`config.mk`:
```
export PLATFORM = sky130hd
export DESIGN_NAME = sdp_serial_debug_port
export DESIGN_NICKNAME = d
export VERILOG_FILES = /design/src/rtl/sdp_pkg.sv /design/src/rtl/sdp_pin_sync.sv /design/src/rtl/sdp_serial_debug_port.sv
export SDC_FILE = /design/constraint.sdc
export NUM_CORES = 1
export LEC_CHECK = 0
export ABC_AREA = 1
export BUFFER_PORTS_ARGS = -buffer_cell sky130_fd_sc_hd__buf_2
export CAP_MARGIN = 20
export CORE_MARGIN = 5
export CORE_UTILIZATION = 50
export DETAILED_ROUTE_END_ITERATION = 10
export PLACE_DENSITY = 0.71
export SLEW_MARGIN = 20
export SYNTH_ARGS = -nofsm -noshare
export SYNTH_HDL_FRONTEND = slang
export SYNTH_HIERARCHICAL = 1
export SYNTH_SLANG_ARGS = --single-unit
```
`constraint.sdc`:
```
create_clock -name clk -period 4.28 [get_ports clk]
set_input_delay 0.428 -clock clk [delete_from_list [all_inputs] [get_ports clk]]
set_output_delay 0.428 -clock clk [all_outputs]
set_load 0.02 [all_outputs]
```
`src/rtl/sdp_pkg.sv`:
```
/*
 * Shared constants and carrier types for the serial debug slave port.
 * Assumes a 100 MHz system clock and a master clocking at most half of it.
 */
package sdp_pkg;

    // Address ceilings for block transfers.
    localparam logic [6:0] SDP_WR_TOP      = 7'h30;
    localparam logic [6:0] SDP_RD_TOP      = 7'h20;
    // Bits in a byte and position of the separator slot.
    localparam logic [3:0] SDP_DATA_BITS   = 4'h8;
    localparam logic [3:0] SDP_SEP_SLOT    = 4'h8;
    // Clock rate and the shortest legal debug clock half period.
    localparam int         SDP_CLK_MHZ     = 100;
    localparam int         SDP_MIN_HALF_NS = 10;
    localparam int         SDP_MIN_HALF_CYC = (SDP_MIN_HALF_NS * SDP_CLK_MHZ + 999) / 1000;

    // Synchronised pin levels and their edges.
    typedef struct packed {
        logic clkRise;
        logic clkFall;
        logic clkLevel;
        logic dataLevel;
        logic startSeen;
    } sdp_pins_s;

    // Register access strobes towards the debug register file.
    typedef struct packed {
        logic       wrStrobe;
        logic       rdStrobe;
        logic [6:0] addr;
        logic [7:0] wrData;
    } sdp_acc_s;

    typedef enum logic [1:0] {
        SDP_IDLE = 2'b00,
        SDP_ADDR = 2'b01,
        SDP_WR   = 2'b10,
        SDP_RD   = 2'b11
    } sdp_state_e;

endpackage

```
`src/rtl/sdp_pin_sync.sv`:
```
/*
 * Synchroniser and edge finder for the debug clock and data pins.
 * Assumes both pins are asynchronous to clk and change slower than clk/2.
 */
`timescale 1ns/1ps
module sdp_pin_sync (
    // Clock and reset.
    input  wire logic            clk,
    input  wire logic            rst,
    // Raw pins.
    input  wire logic            dbgClkPin,
    input  wire logic            dbgDataPin,
    // Conditioned view.
    output sdp_pkg::sdp_pins_s   pins
);

    logic [1:0] clkSync_q;
    logic [1:0] dataSync_q;
    logic       clkPrev_q;
    logic       dataPrev_q;

    // two-stage synchronisers.
    // The first stage feeds only the second so metastability cannot reach logic.
    always_ff @(posedge clk or posedge rst) begin
        if (rst) begin
            clkSync_q  <= 2'h3;
            dataSync_q <= 2'h3;
        end else begin
            clkSync_q  <= {clkSync_q[0], dbgClkPin};
            dataSync_q <= {dataSync_q[0], dbgDataPin};
        end
    end

    // Previous synchronised levels for edge detection.
    always_ff @(posedge clk or posedge rst) begin
        if (rst) begin
            clkPrev_q  <= 1'b1;
            dataPrev_q <= 1'b1;
        end else begin
            clkPrev_q  <= clkSync_q[1];
            dataPrev_q <= dataSync_q[1];
        end
    end

    always_comb begin
        pins.clkLevel  = clkSync_q[1];
        pins.dataLevel = dataSync_q[1];
        pins.clkRise   = clkSync_q[1] & ~clkPrev_q;
        pins.clkFall   = ~clkSync_q[1] & clkPrev_q;
        // start is data falling while clock stays high.
        // a rising data edge under high clock decodes as nothing.
        pins.startSeen = clkSync_q[1] & clkPrev_q & dataPrev_q & ~dataSync_q[1];
    end

endmodule

```
`src/rtl/sdp_serial_debug_port.sv`:
```
/*
 * Serial debug slave port: start detection, address phase, byte shifting
 * with separators, block auto-increment and bus grant gating.
 * Assumes an external register file answers reads combinationally from addr
 * and that the master keeps its clock at or below half of clk.
 */
// Overview of operation
// - Master starts every transfer and drives the clock; port is slave.
// - Pins work only while instrumentation is off, enabling the port.
// - Data changes only while debug clock low, except for start.
// - Bytes move bit 7 first, bit 0 last.
// - Each byte takes nine clocks: eight data, one separator.
// - Data falling while clock high starts a command; all else ignored before.
// - Data rising while clock high has no effect.
// - Write bits sampled on debug clock rising edge.
// - Read bits updated on debug clock falling edge.
// - Separators zero mid-command; no bus grant until separator one.
// - Seven address bits, direction bit, separator; 0 write, 1 read.
// - Reads and writes at one address reach distinct registers.
// - Without new start, further bytes repeat the same operation.
// - Single write captures data on the next eight rising edges.
// - Block write increments address, stopping at 30h.
// - Read loads shifter at first debug clock fall after separator, msb first.
// - Block read increments address, stopping at 20h.
// - Registers reachable without disturbing the running machine.
// - Grant only at separator one or when idle; disabled after reset.
`timescale 1ns/1ps
module sdp_serial_debug_port (
    // Clock and reset.
    input  wire logic            clk,
    input  wire logic            rst,
    // Mode and grant control.
    input  wire logic            instrDisable,
    input  wire logic            grantEnable,
    input  wire logic            busRequestIn,
    // Debug pins.
    input  wire logic            dbgClkIn,
    input  wire logic            dbgDataIn,
    output logic                 dbgDataOut,
    output logic                 dbgDataOe,
    // Register file side.
    input  wire logic [7:0]      rdData,
    output sdp_pkg::sdp_acc_s    acc,
    output logic                 busGrantOut
);

    sdp_pkg::sdp_pins_s  pins;
    sdp_pkg::sdp_state_e state_q;
    logic [3:0]          bitCnt_q;
    logic [7:0]          shift_q;
    logic [6:0]          addr_q;
    logic                opActive_q;
    logic                enSync0_q;
    logic                enSync_q;
    logic                reqSync0_q;
    logic                reqSync_q;
    logic                lastSep_q;

    // Raw pins go straight into the synchroniser.
    // The enable is applied after it, because a mux ahead of it could forge edges.
    sdp_pin_sync u_sync (
        .clk        (clk),
        .rst        (rst),
        .dbgClkPin  (dbgClkIn),
        .dbgDataPin (dbgDataIn),
        .pins       (pins)
    );

    // Bus request arrives from a pin, so it is synchronised first.
    always_ff @(posedge clk or posedge rst) begin
        if (rst) begin
            reqSync0_q <= 1'b0;
            reqSync_q  <= 1'b0;
            enSync0_q  <= 1'b0;
            enSync_q   <= 1'b0;
        end else begin
            reqSync0_q <= busRequestIn;
            reqSync_q  <= reqSync0_q;
            enSync0_q  <= instrDisable;
            enSync_q   <= enSync0_q;
        end
    end

    // Main sequencer: state, bit count, shift register and address.
    // the port only reacts to master edges and never drives the clock.
    always_ff @(posedge clk or posedge rst) begin
        if (rst) begin
            state_q     <= sdp_pkg::SDP_IDLE;
            bitCnt_q    <= 4'h0;
            shift_q     <= 8'h00;
            addr_q      <= 7'h00;
            opActive_q  <= 1'b0;
            lastSep_q   <= 1'b1;
            acc         <= '0;
        end else begin
            acc.wrStrobe <= 1'b0;
            acc.rdStrobe <= 1'b0;
            if (!enSync_q) begin
                state_q    <= sdp_pkg::SDP_IDLE;
                opActive_q <= 1'b0;
            // a start aborts anything and opens the address phase.
            end else if (pins.startSeen) begin
                state_q    <= sdp_pkg::SDP_ADDR;
                bitCnt_q   <= 4'h0;
                opActive_q <= 1'b1;
            end else if (state_q != sdp_pkg::SDP_IDLE && pins.clkRise) begin
                // slots 0..7 carry data, slot 8 carries the separator.
                if (bitCnt_q == sdp_pkg::SDP_SEP_SLOT) begin
                    bitCnt_q  <= 4'h0;
                    lastSep_q <= pins.dataLevel;
                    // activity ends only on a separator of one or when the port is disabled.
                    opActive_q <= ~pins.dataLevel;
                    if (state_q == sdp_pkg::SDP_ADDR) begin
                        // direction bit selects write or read.
                        addr_q      <= shift_q[7:1];
                        state_q     <= shift_q[0] ? sdp_pkg::SDP_RD : sdp_pkg::SDP_WR;
                        acc.addr    <= shift_q[7:1];
                    end
                end else begin
                    bitCnt_q <= bitCnt_q + 4'h1;
                    if (state_q != sdp_pkg::SDP_RD) begin
                        shift_q <= {shift_q[6:0], pins.dataLevel};
                    end
                    opActive_q <= 1'b1;
                    if (bitCnt_q == sdp_pkg::SDP_DATA_BITS - 4'h1) begin
                        // eighth rise completes a write byte.
                        if (state_q == sdp_pkg::SDP_WR) begin
                            acc.wrStrobe <= 1'b1;
                            acc.wrData   <= {shift_q[6:0], pins.dataLevel};
                            acc.addr     <= addr_q;
                            // step up to the write ceiling.
                            if (addr_q != sdp_pkg::SDP_WR_TOP) begin
                                addr_q <= addr_q + 7'h01;
                            end
                        end
                        if (state_q == sdp_pkg::SDP_RD) begin
                            acc.rdStrobe <= 1'b1;
                            acc.addr     <= addr_q;
                            // step up to the read ceiling.
                            if (addr_q != sdp_pkg::SDP_RD_TOP) begin
                                addr_q <= addr_q + 7'h01;
                            end
                        end
                    end
                end
            end else if (state_q == sdp_pkg::SDP_RD && pins.clkFall) begin
                // load on the first fall after a separator, then shift.
                // outgoing bit changes on the fall, msb first.
                if (bitCnt_q == 4'h0) begin
                    shift_q <= rdData;
                end else begin
                    shift_q <= {shift_q[6:0], 1'b0};
                end
            end
            if (state_q == sdp_pkg::SDP_RD && !(pins.clkRise && bitCnt_q == sdp_pkg::SDP_SEP_SLOT)) begin
                acc.addr <= addr_q;
            end
        end
    end

    // drive the pin only while read data bits are shifting.
    // drive changes follow clock falls, so data moves while clock is low.
    always_ff @(posedge clk or posedge rst) begin
        if (rst) begin
            dbgDataOe  <= 1'b0;
            dbgDataOut <= 1'b1;
        end else if (state_q == sdp_pkg::SDP_RD && pins.clkFall && bitCnt_q != sdp_pkg::SDP_SEP_SLOT) begin
            dbgDataOe  <= 1'b1;
            dbgDataOut <= (bitCnt_q == 4'h0) ? rdData[7] : shift_q[6];
        end else if ((pins.clkFall && bitCnt_q == sdp_pkg::SDP_SEP_SLOT) || state_q != sdp_pkg::SDP_RD) begin
            dbgDataOe  <= 1'b0;
            dbgDataOut <= 1'b1;
        end
    end

    // grant only when enabled and the port is not mid-operation.
    // grant logic never touches the sequencer, so debug access is passive.
    always_ff @(posedge clk or posedge rst) begin
        if (rst) begin
            busGrantOut <= 1'b0;
        end else begin
            busGrantOut <= grantEnable & reqSync_q & ~opActive_q & lastSep_q;
        end
    end
endmodule

```
==> run metrics, run 1 <==
result of the run=finished clean; Layout Cells excl Fill=422; number of clock sinks=53; destination of the worst register-to-register timing path=shift_q[3]; power density relative to cell area=327 nW/um2; slowest stage cell, crit path=nor3_4; class of the tightest hold or removal check=input pin to flop; boundary pin count=35; Clk Latency, worst-skew pair=310 ps; Clock Tree Buf Depth=2; maximum single-stage delay on the critical path=520 ps; number of nets in the layout=370; endpoint with the worst hold slack=u_sync/clkSync_q[0]; minimum clock period=2140 ps; flop-to-flop setup slack=2140 ps; CTS tree=built; number of stages on the worst setup path=9; wire length of the first global-routing pass=10.2 mm; routed wire length=5.55 mm; number of buffers added to fix hold violations after cts=0; worst-case vdd ir drop=0.000244 V; number of global-route vias before repair=2,237; clock root cell=clkbuf_8; kind of capture point of the worst setup path=flop; max_cap viols=0; routability congestion estimate=0.927; setup repair after global routing missed its margin=no; transition time at the pin with the least slew margin=793 ps; number of nets produced by synthesis=337; placeable core area=5140 um2; overall power consumption=975 uW; TritonCTS Buffers=5; cell count after placement=414; instance area at placement=2860 um2; cell count after synthesis=318; initial antenna violation count=0; detailed-routing iteration count for the pre-antenna-repair pass=4; total number of placement rows=26; post-CTS setup buffer count=0; CTS H-Tree Depth=2; chain of cells forming the critical path=inv_1, ha_1, nand2_2, nor2_4, inv_2, nor2_1, nor3_4, o211ai_1, o21ai_0; leakage power of the design=0.00148 uW; arrival time at the worst endpoint=2360 ps; final max-slew violation count=0; via count=2,213; mean routed wirelength per cell=13.1 um; remaining max-slew budget at the tightest pin=47.1%; timing-limited maximum frequency=468 MHz; post-CTS clock slew at the launch and capture registers of the worst setup and hold paths=110 ps; number of port buffers=34; average instance area after synthesis=8.36 um2; total of warnings raised by yosys=6; Min-Delay Startpoint=dbgClkIn; layout overhead on the synthesized area=12.2%; kind of cell with the highest combined delay on the critical path=simple AND/OR/NAND/NOR gates; die extent in y=82.9 um; Buf/Inv on CP=2; detailed placement HPWL=4.16 mm; category of the most critical setup path=flop to flop; clk_skew=13.0 ps; fraction of layout instances using a drive strength above 1=19.3%; pin count of the biggest net entering global routing=48; largest driver fanout on the critical path=17; Post-Syn Area=2660 um2; number of DRC violations after detailed-routing iteration 0=154; number of setup violations in the final report=0; Critical Path Source Type=flop; setup TNS=0 ps; required time at the endpoint of the critical path=4500 ps; die width=82.9 um; final hold violation count=0; effective utilization at floorplan=51.7%; residual overflow from global routing=0; worst-case reg-to-reg path depth=9; fraction of the cycle the final worst path needs=49.9%; Resized Gates After CTS=0; floorplan die area=6870 um2; DRC=0; global router's overall resource usage=17.6%; n_diodes=0; hold-critical path depth=1; reg2reg start=bitCnt_q[0]; Post-Layout Inst Area=2980 um2; Via-to-Cell Ratio=5.24; Antenna Nets Post-Route=0
## cell usage in the layout, fill, tap and decap left out
cell type	n
a21boi_1	4
a21boi_2	1
a21oi_1	12
a21oi_2	1
a31oi_1	9
buf_2	34
bufinv_16	1
clkbuf_8	5
clkinv_2	1
clkinv_4	1
dfrtp_1	45
dfstp_2	8
ha_1	4
inv_1	34
inv_2	5
inv_8	1
nand2_1	77
nand2_2	4
nand3_1	24
nand4_1	1
nor2_1	24
nor2_4	2
nor3_1	3
nor3_4	1
nor3b_1	1
nor4_1	1
o211ai_1	6
o211ai_2	1
o21ai_0	24
o21ai_1	4
o21ai_2	1
o21ai_4	1
o21bai_1	1
o22ai_1	6
xnor2_1	1
xor2_1	3
## registers in the layout, indices dropped and copies added (netlist names), 2 cells and up
name,flops
acc,17
bitCnt_q,4
u_sync/dataSync_q,2
u_sync/clkSync_q,2
shift_q,8
addr_q,7
state_q,2
## where the power goes
group          switching (uW)  internal [uW]  total, uW
Sequential               14.5            527        541
Clock                     171            179        351
Combinational            60.4           22.3       82.7
## area by class of cell
class	instances	area (um2)
repair buffers	34	170
well taps	70	87.6
multi-input cells	217	1120
clock buffers	5	68.8
clock inverters	3	50.0
inverters	40	151
flip-flops and latches	53	1340
fillers	506	2160
## worst max-delay path by stage
stage	from	end	slack (ps)
4_1_cts	bitCnt_q[0]	shift_q[3]	2140
5_1_grt	bitCnt_q[0]	shift_q[3]	1890
3_3_place_gp	bitCnt_q[0]	shift_q[3]	2240
3_5_place_dp	bitCnt_q[0]	shift_q[3]	2160
6_report	bitCnt_q[0]	shift_q[3]	2140
2_1_floorplan	u_sync/clkSync_q[1]	addr_q[0]	2510
## metrics by stage
step                hold WS (ps)  utilization [%]  worst slack (ps)
floorplan                    331                -              2510
finish                       209             58.0              2140
global placement             334             55.7              2240
detailed placement           336             55.7              2160
global route                 193             58.0              1890
CTS                          201             58.0              2140
## per-layer routing
layer / track usage [%] / routed length [um] / vias up
met2: 26.2 / 2370 / 63
li1: - / - / 1111
met4: 5.65 / 117 / 0
met5: 0 / 0 / -
met1: 25.1 / 2700 / 1026
met3: 4.26 / 363 / 13
No activity file was read; power rests on OpenSTA's default activity.
==> run 2, diff against run 1 <==
ABC_AREA = 0   (was 1)
PLACE_DENSITY = 0.7   (was 0.71)
clock period = 2.2 ns   (was 4.28 ns; I/O delays follow)
==> run metrics, run 2 <==
placeable core area=5410 um2; number of DRC violations after detailed-routing iteration 0=149; area of the multi-input gates=1270 um2; category of the most critical setup path=flop to flop; arrival time at the worst endpoint=2310 ps; detailed placement HPWL=4.29 mm; timing-limited maximum frequency=475 MHz; Layout Cells excl Fill=365; clock root cell=clkbuf_8; n_diodes=0; final hold violation count=0; routability congestion estimate=0.867; Min-Delay Startpoint=instrDisable; Antenna Nets Post-Route=0; sequential group share of total power=60.0%; remaining max-slew budget at the tightest pin=60.6%; cell count after placement=350; DRC=0; cell count after synthesis=243; number of port buffers=34; via count=2,041; residual overflow from global routing=0; leakage power of the design=0.00153 uW; Filler Cell Count=467; die width=84.1 um; clock group share of total power=32.9%; minimum clock period=2110 ps; hold-critical path depth=1; endpoint with the worst hold slack=enSync0_q; mean routed wirelength per cell=16.5 um; fraction of the cycle the final worst path needs=95.7%; worst-case vdd ir drop=0.000441 V; highest-count cells in the layout ignoring fill and taps=dfrtp_1 (45), buf_2 (34), buf_4 (19); largest registers=acc (17), shift_q (8), addr_q (7); result of the run=finished clean; maximum single-stage delay on the critical path=590 ps; total number of placement rows=27; effective utilization at floorplan=50.8%; required time at the endpoint of the critical path=2400 ps; max_cap viols=0; clk_skew=9.46 ps; Post-Syn Area=2750 um2; pre-CTS setup slack=27.9 ps; switching power total=433 uW; most common cell after layout, fill and taps aside=dfrtp_1; TritonCTS Buffers=5; pin count of the biggest net entering global routing=26; floorplan die area=7070 um2; number of setup violations in the final report=0; internal power=1290 uW; flop-to-flop setup slack=90 ps; flip-flop count of the largest register, all copies and words added=17; setup TNS=0 ps; destination of the worst register-to-register timing path=acc[5]; post-CTS clock slew at the launch and capture registers of the worst setup and hold paths=100 ps; reg2reg start=u_sync/dataSync_q[1]; area taken by flip-flops and latches=1340 um2; fraction of layout instances using a drive strength above 1=35.8%; Via-to-Cell Ratio=5.59; boundary pin count=35; chain of cells forming the critical path=and4b_1, nand3b_1, or2_4, nor3_4, buf_12, mux2_2; power density relative to cell area=532 nW/um2; die extent in y=84.1 um; kind of capture point of the worst setup path=flop; transition time at the pin with the least slew margin=588 ps; number of nets in the layout=311; CTS tree=built; worst-case reg-to-reg path depth=6; number of nets produced by synthesis=262; register with the most flip-flops=acc; wire length of the first global-routing pass=10.6 mm; number of global-route vias before repair=2,114; largest driver fanout on the critical path=9; CTS H-Tree Depth=2; combinational power share=7.2%; global router's overall resource usage=18.4%; slowest stage cell, crit path=dfstp_2; average instance area after synthesis=11.3 um2; final max-slew violation count=0; initial antenna violation count=0; routed wire length=6.01 mm; sw frac=25.1%; total of warnings raised by yosys=6; Clk Latency, worst-skew pair=310 ps; layout overhead on the synthesized area=18.2%; smallest setup slack after layout=93.6 ps; number of clock sinks=53; Critical Path Source Type=flop; Clock Tree Buf Depth=2; detailed-routing iteration count for the pre-antenna-repair pass=4; class of the tightest hold or removal check=input pin to flop
[run 2: what timing repair did]
item / 4_1_cts / 5_1_grt
cloned: 0 / 0
pin swaps: 0 / 1
gates resized for setup: 1 / 3
hold buffers: 3 / 1
setup endpoints to repair: 3 / 11
endpoints found under the hold margin: 26 / 1
setup buffers: 0 / 3
[run 2: critical path, delay by kind of cell (launching register included)]
family / cells / cell delay, ps
buf+inv: 1 / 160
flops: 1 / 590
mux: 1 / 330
simple gates: 4 / 910
[run 2: layout make-up]
type	count	area share, %
clock buffers	5	2.12
clock inverters	3	0.655
inverters	18	2.08
multi-input cells	155	39.1
flip-flops and latches	53	41.2
well taps	72	2.78
repair buffers	59	12.1
[run 2: per-stage QoR]
stage	instance area [um2]	hold slack, ps	total power, uW	utilization, %
after floorplan	2750	219	1130	-
after global placement	3070	299	1170	56.9
after detailed placement	3070	306	1170	56.9
after CTS	3200	7.36	1740	59.2
after global routing	3250	2.35	1810	60.0
final	3250	14.3	1730	60.0
[run 2: layer usage]
metal	wire [um]	global-route usage [%]	vias up
li1	-	-	982
met1	2800	25.4	996
met2	2850	29.3	56
met3	303	3.95	7
met4	59	4.53	0
met5	0	0	-
[run 2: how the worst max path moves through the flow]
stage,from,to,slack (ps),cells past startpoint
detailed placement,bitCnt_q[0],shift_q[6],30,6
CTS,u_sync/dataSync_q[1],acc[5],90,6
floorplan,u_sync/dataSync_q[1],acc[1],240,5
global route,u_sync/clkSync_q[1],addr_q[6],-20,7
global placement,bitCnt_q[0],shift_q[4],100,6
finish,u_sync/dataSync_q[1],acc[5],90,6
[run 2: power by group through the flow]
stage | logic [uW] | clock network (uW) | registers, uW
2_1_floorplan | 93.7 | 0 | 1030
3_3_place_gp | 116 | 0 | 1050
3_5_place_dp | 118 | 0 | 1050
4_1_cts | 123 | 582 | 1030
5_1_grt | 139 | 630 | 1040
6_report | 124 | 568 | 1040
==> run 3, diff against run 2 <==
BUFFER_PORTS_ARGS = default   (was -buffer_cell sky130_fd_sc_hd__buf_2)
DONT_BUFFER_PORTS = 1   (was default)
PLACE_DENSITY = default   (was 0.7)
==> run metrics, run 3 (synthesis gave the netlist of run 2 again) <==
setup TNS=0 ps; number of port buffers=0; CTS H-Tree Depth=2; number of nets in the layout=275; largest driver fanout on the critical path=9; result of the run=finished clean; arrival time at the worst endpoint=2250 ps; max_cap viols=0; effective utilization at floorplan=50.8%; pin count of the biggest net entering global routing=22; number of DRC violations after detailed-routing iteration 0=161; total number of placement rows=27; DRC=0; layout overhead on the synthesized area=11.9%; reg2reg start=u_sync/clkSync_q[1]; placeable core area=5410 um2; class of the tightest hold or removal check=input pin to flop; worst-case reg-to-reg path depth=7; mean routed wirelength per cell=18.0 um; highest-count cells in the layout ignoring fill and taps=dfrtp_1 (45), inv_1 (17), buf_4 (16); CTS tree=built; routed wire length=5.91 mm; via count=1,926; boundary pin count=35; timing-limited maximum frequency=489 MHz; CP startpoint=u_sync/clkSync_q[1]; flip-flop count of the largest register, all copies and words added=17; Via-to-Cell Ratio=5.85; metal2 WL=2.67 mm; kind of capture point of the worst setup path=flop; final design utilization=56.8%; n_diodes=0; chain of cells forming the critical path=nor2b_1, buf_4, nand3b_1, or2_1, nor3_4, buf_12, mux2_2; clk_skew=8.30 ps; die width=84.1 um; fraction of layout instances using a drive strength above 1=25.3%; wire length of the first global-routing pass=10.3 mm; detailed-routing iteration count for the pre-antenna-repair pass=4; required time at the endpoint of the critical path=2400 ps; most common cell after layout, fill and taps aside=dfrtp_1; residual overflow from global routing=0; number of stages on the worst setup path=7; final max-slew violation count=0; met3 wire len=352 um; category of the most critical setup path=flop to flop; transition time at the pin with the least slew margin=608 ps; highest metal layer used by the detailed router=met4; Clk Latency, worst-skew pair=310 ps; number of setup violations in the final report=0; sum of routed wire segments on met1=2.81 mm; routability congestion estimate=0.851; power density relative to cell area=595 nW/um2; termination of the worst setup path=acc[7]; Filler Cell Count=493; maximum single-stage delay on the critical path=560 ps; setup repair after global routing missed its margin=no; minimum clock period=2050 ps; Critical Path Source Type=flop; remaining max-slew budget at the tightest pin=58.9%; flop-to-flop setup slack=150 ps; Clock Tree Buf Depth=2; number of global-route vias before repair=2,006; register with the most flip-flops=acc; worst-case vdd ir drop=0.000398 V; initial antenna violation count=0; floorplan die area=7070 um2; clock root cell=clkbuf_8; fraction of the cycle the final worst path needs=93.0%; Buf/Inv on CP=2; leakage power of the design=0.00137 uW; slowest stage cell, crit path=dfstp_2; destination of the worst register-to-register timing path=acc[7]; number of clock sinks=53; largest registers=acc (17), shift_q (8), addr_q (7); Antenna Nets Post-Route=0; detailed placement HPWL=4.38 mm; die extent in y=84.1 um; TritonCTS Buffers=5; post-CTS clock slew at the launch and capture registers of the worst setup and hold paths=100 ps; final hold violation count=0; kind of cell with the highest combined delay on the critical path=simple AND/OR/NAND/NOR gates; global router's overall resource usage=18.3%
[run 3: cell types whose count changed in the layout (fill, tap and decap cells not counted), sizes merged]
cell	change
clkinvlp	-1
clkinv	-1
clkbuf	+1
bufinv	+1
dlygate4sd3	+1
buf	-37
[run 3: layer usage]
layer,vias up,GRT usage [%]
met4,0,4.97
met1,964,25.6
met5,-,0
met3,6,5.43
met2,44,27.7
li1,912,-
[run 3: layout make-up]
class	count	area, um2	area share [%]
Clock buffer	6	72.6	2.36
Clock inverter	2	38.8	1.26
Inverter	18	67.6	2.20
Multi-Input combinational cell	155	1250	40.9
Sequential cell	53	1340	43.5
Tap cell	72	90.1	2.93
Timing Repair Buffer	23	210	6.85
[run 3: power breakdown]
part / switching (uW) / internal [uW] / leakage, uW
registers: 30.5 / 1000 / 0.000692
logic: 56.7 / 57.3 / 0.000619
clock network: 334 / 345 / 0.0000558
[run 3: worst min-delay path by stage]
stage | startpoint | endpoint | slack, ps | cells past startpoint
floorplan | rst | u_sync/clkPrev_q | 220 | 1
global placement | rst | enSync0_q | 140 | 1
detailed placement | rst | enSync0_q | 140 | 1
CTS | grantEnable | busGrantOut | 110 | 1
global route | grantEnable | busGrantOut | 100 | 1
finish | grantEnable | busGrantOut | 120 | 1
[run 3: through the flow]
step                worst slack [ps]  hold slack, ps  area, um2  total power [uW]  cells
finish                           155             123       3070              1830    329
global route                    6.94            97.7       3070              1910    329
global placement                97.2             136       2900              1160    316
floorplan                        240             219       2750              1130    243
CTS                             12.0             109       3070              1840    329
detailed placement              39.5             139       2900              1160    316
[run 3: what timing repair did]
item,CTS,global route
resized for setup,0,1
buffers inserted,0,0
hold endpoints to repair,27,0
hold buffers,5,0
setup endpoints to repair,0,7
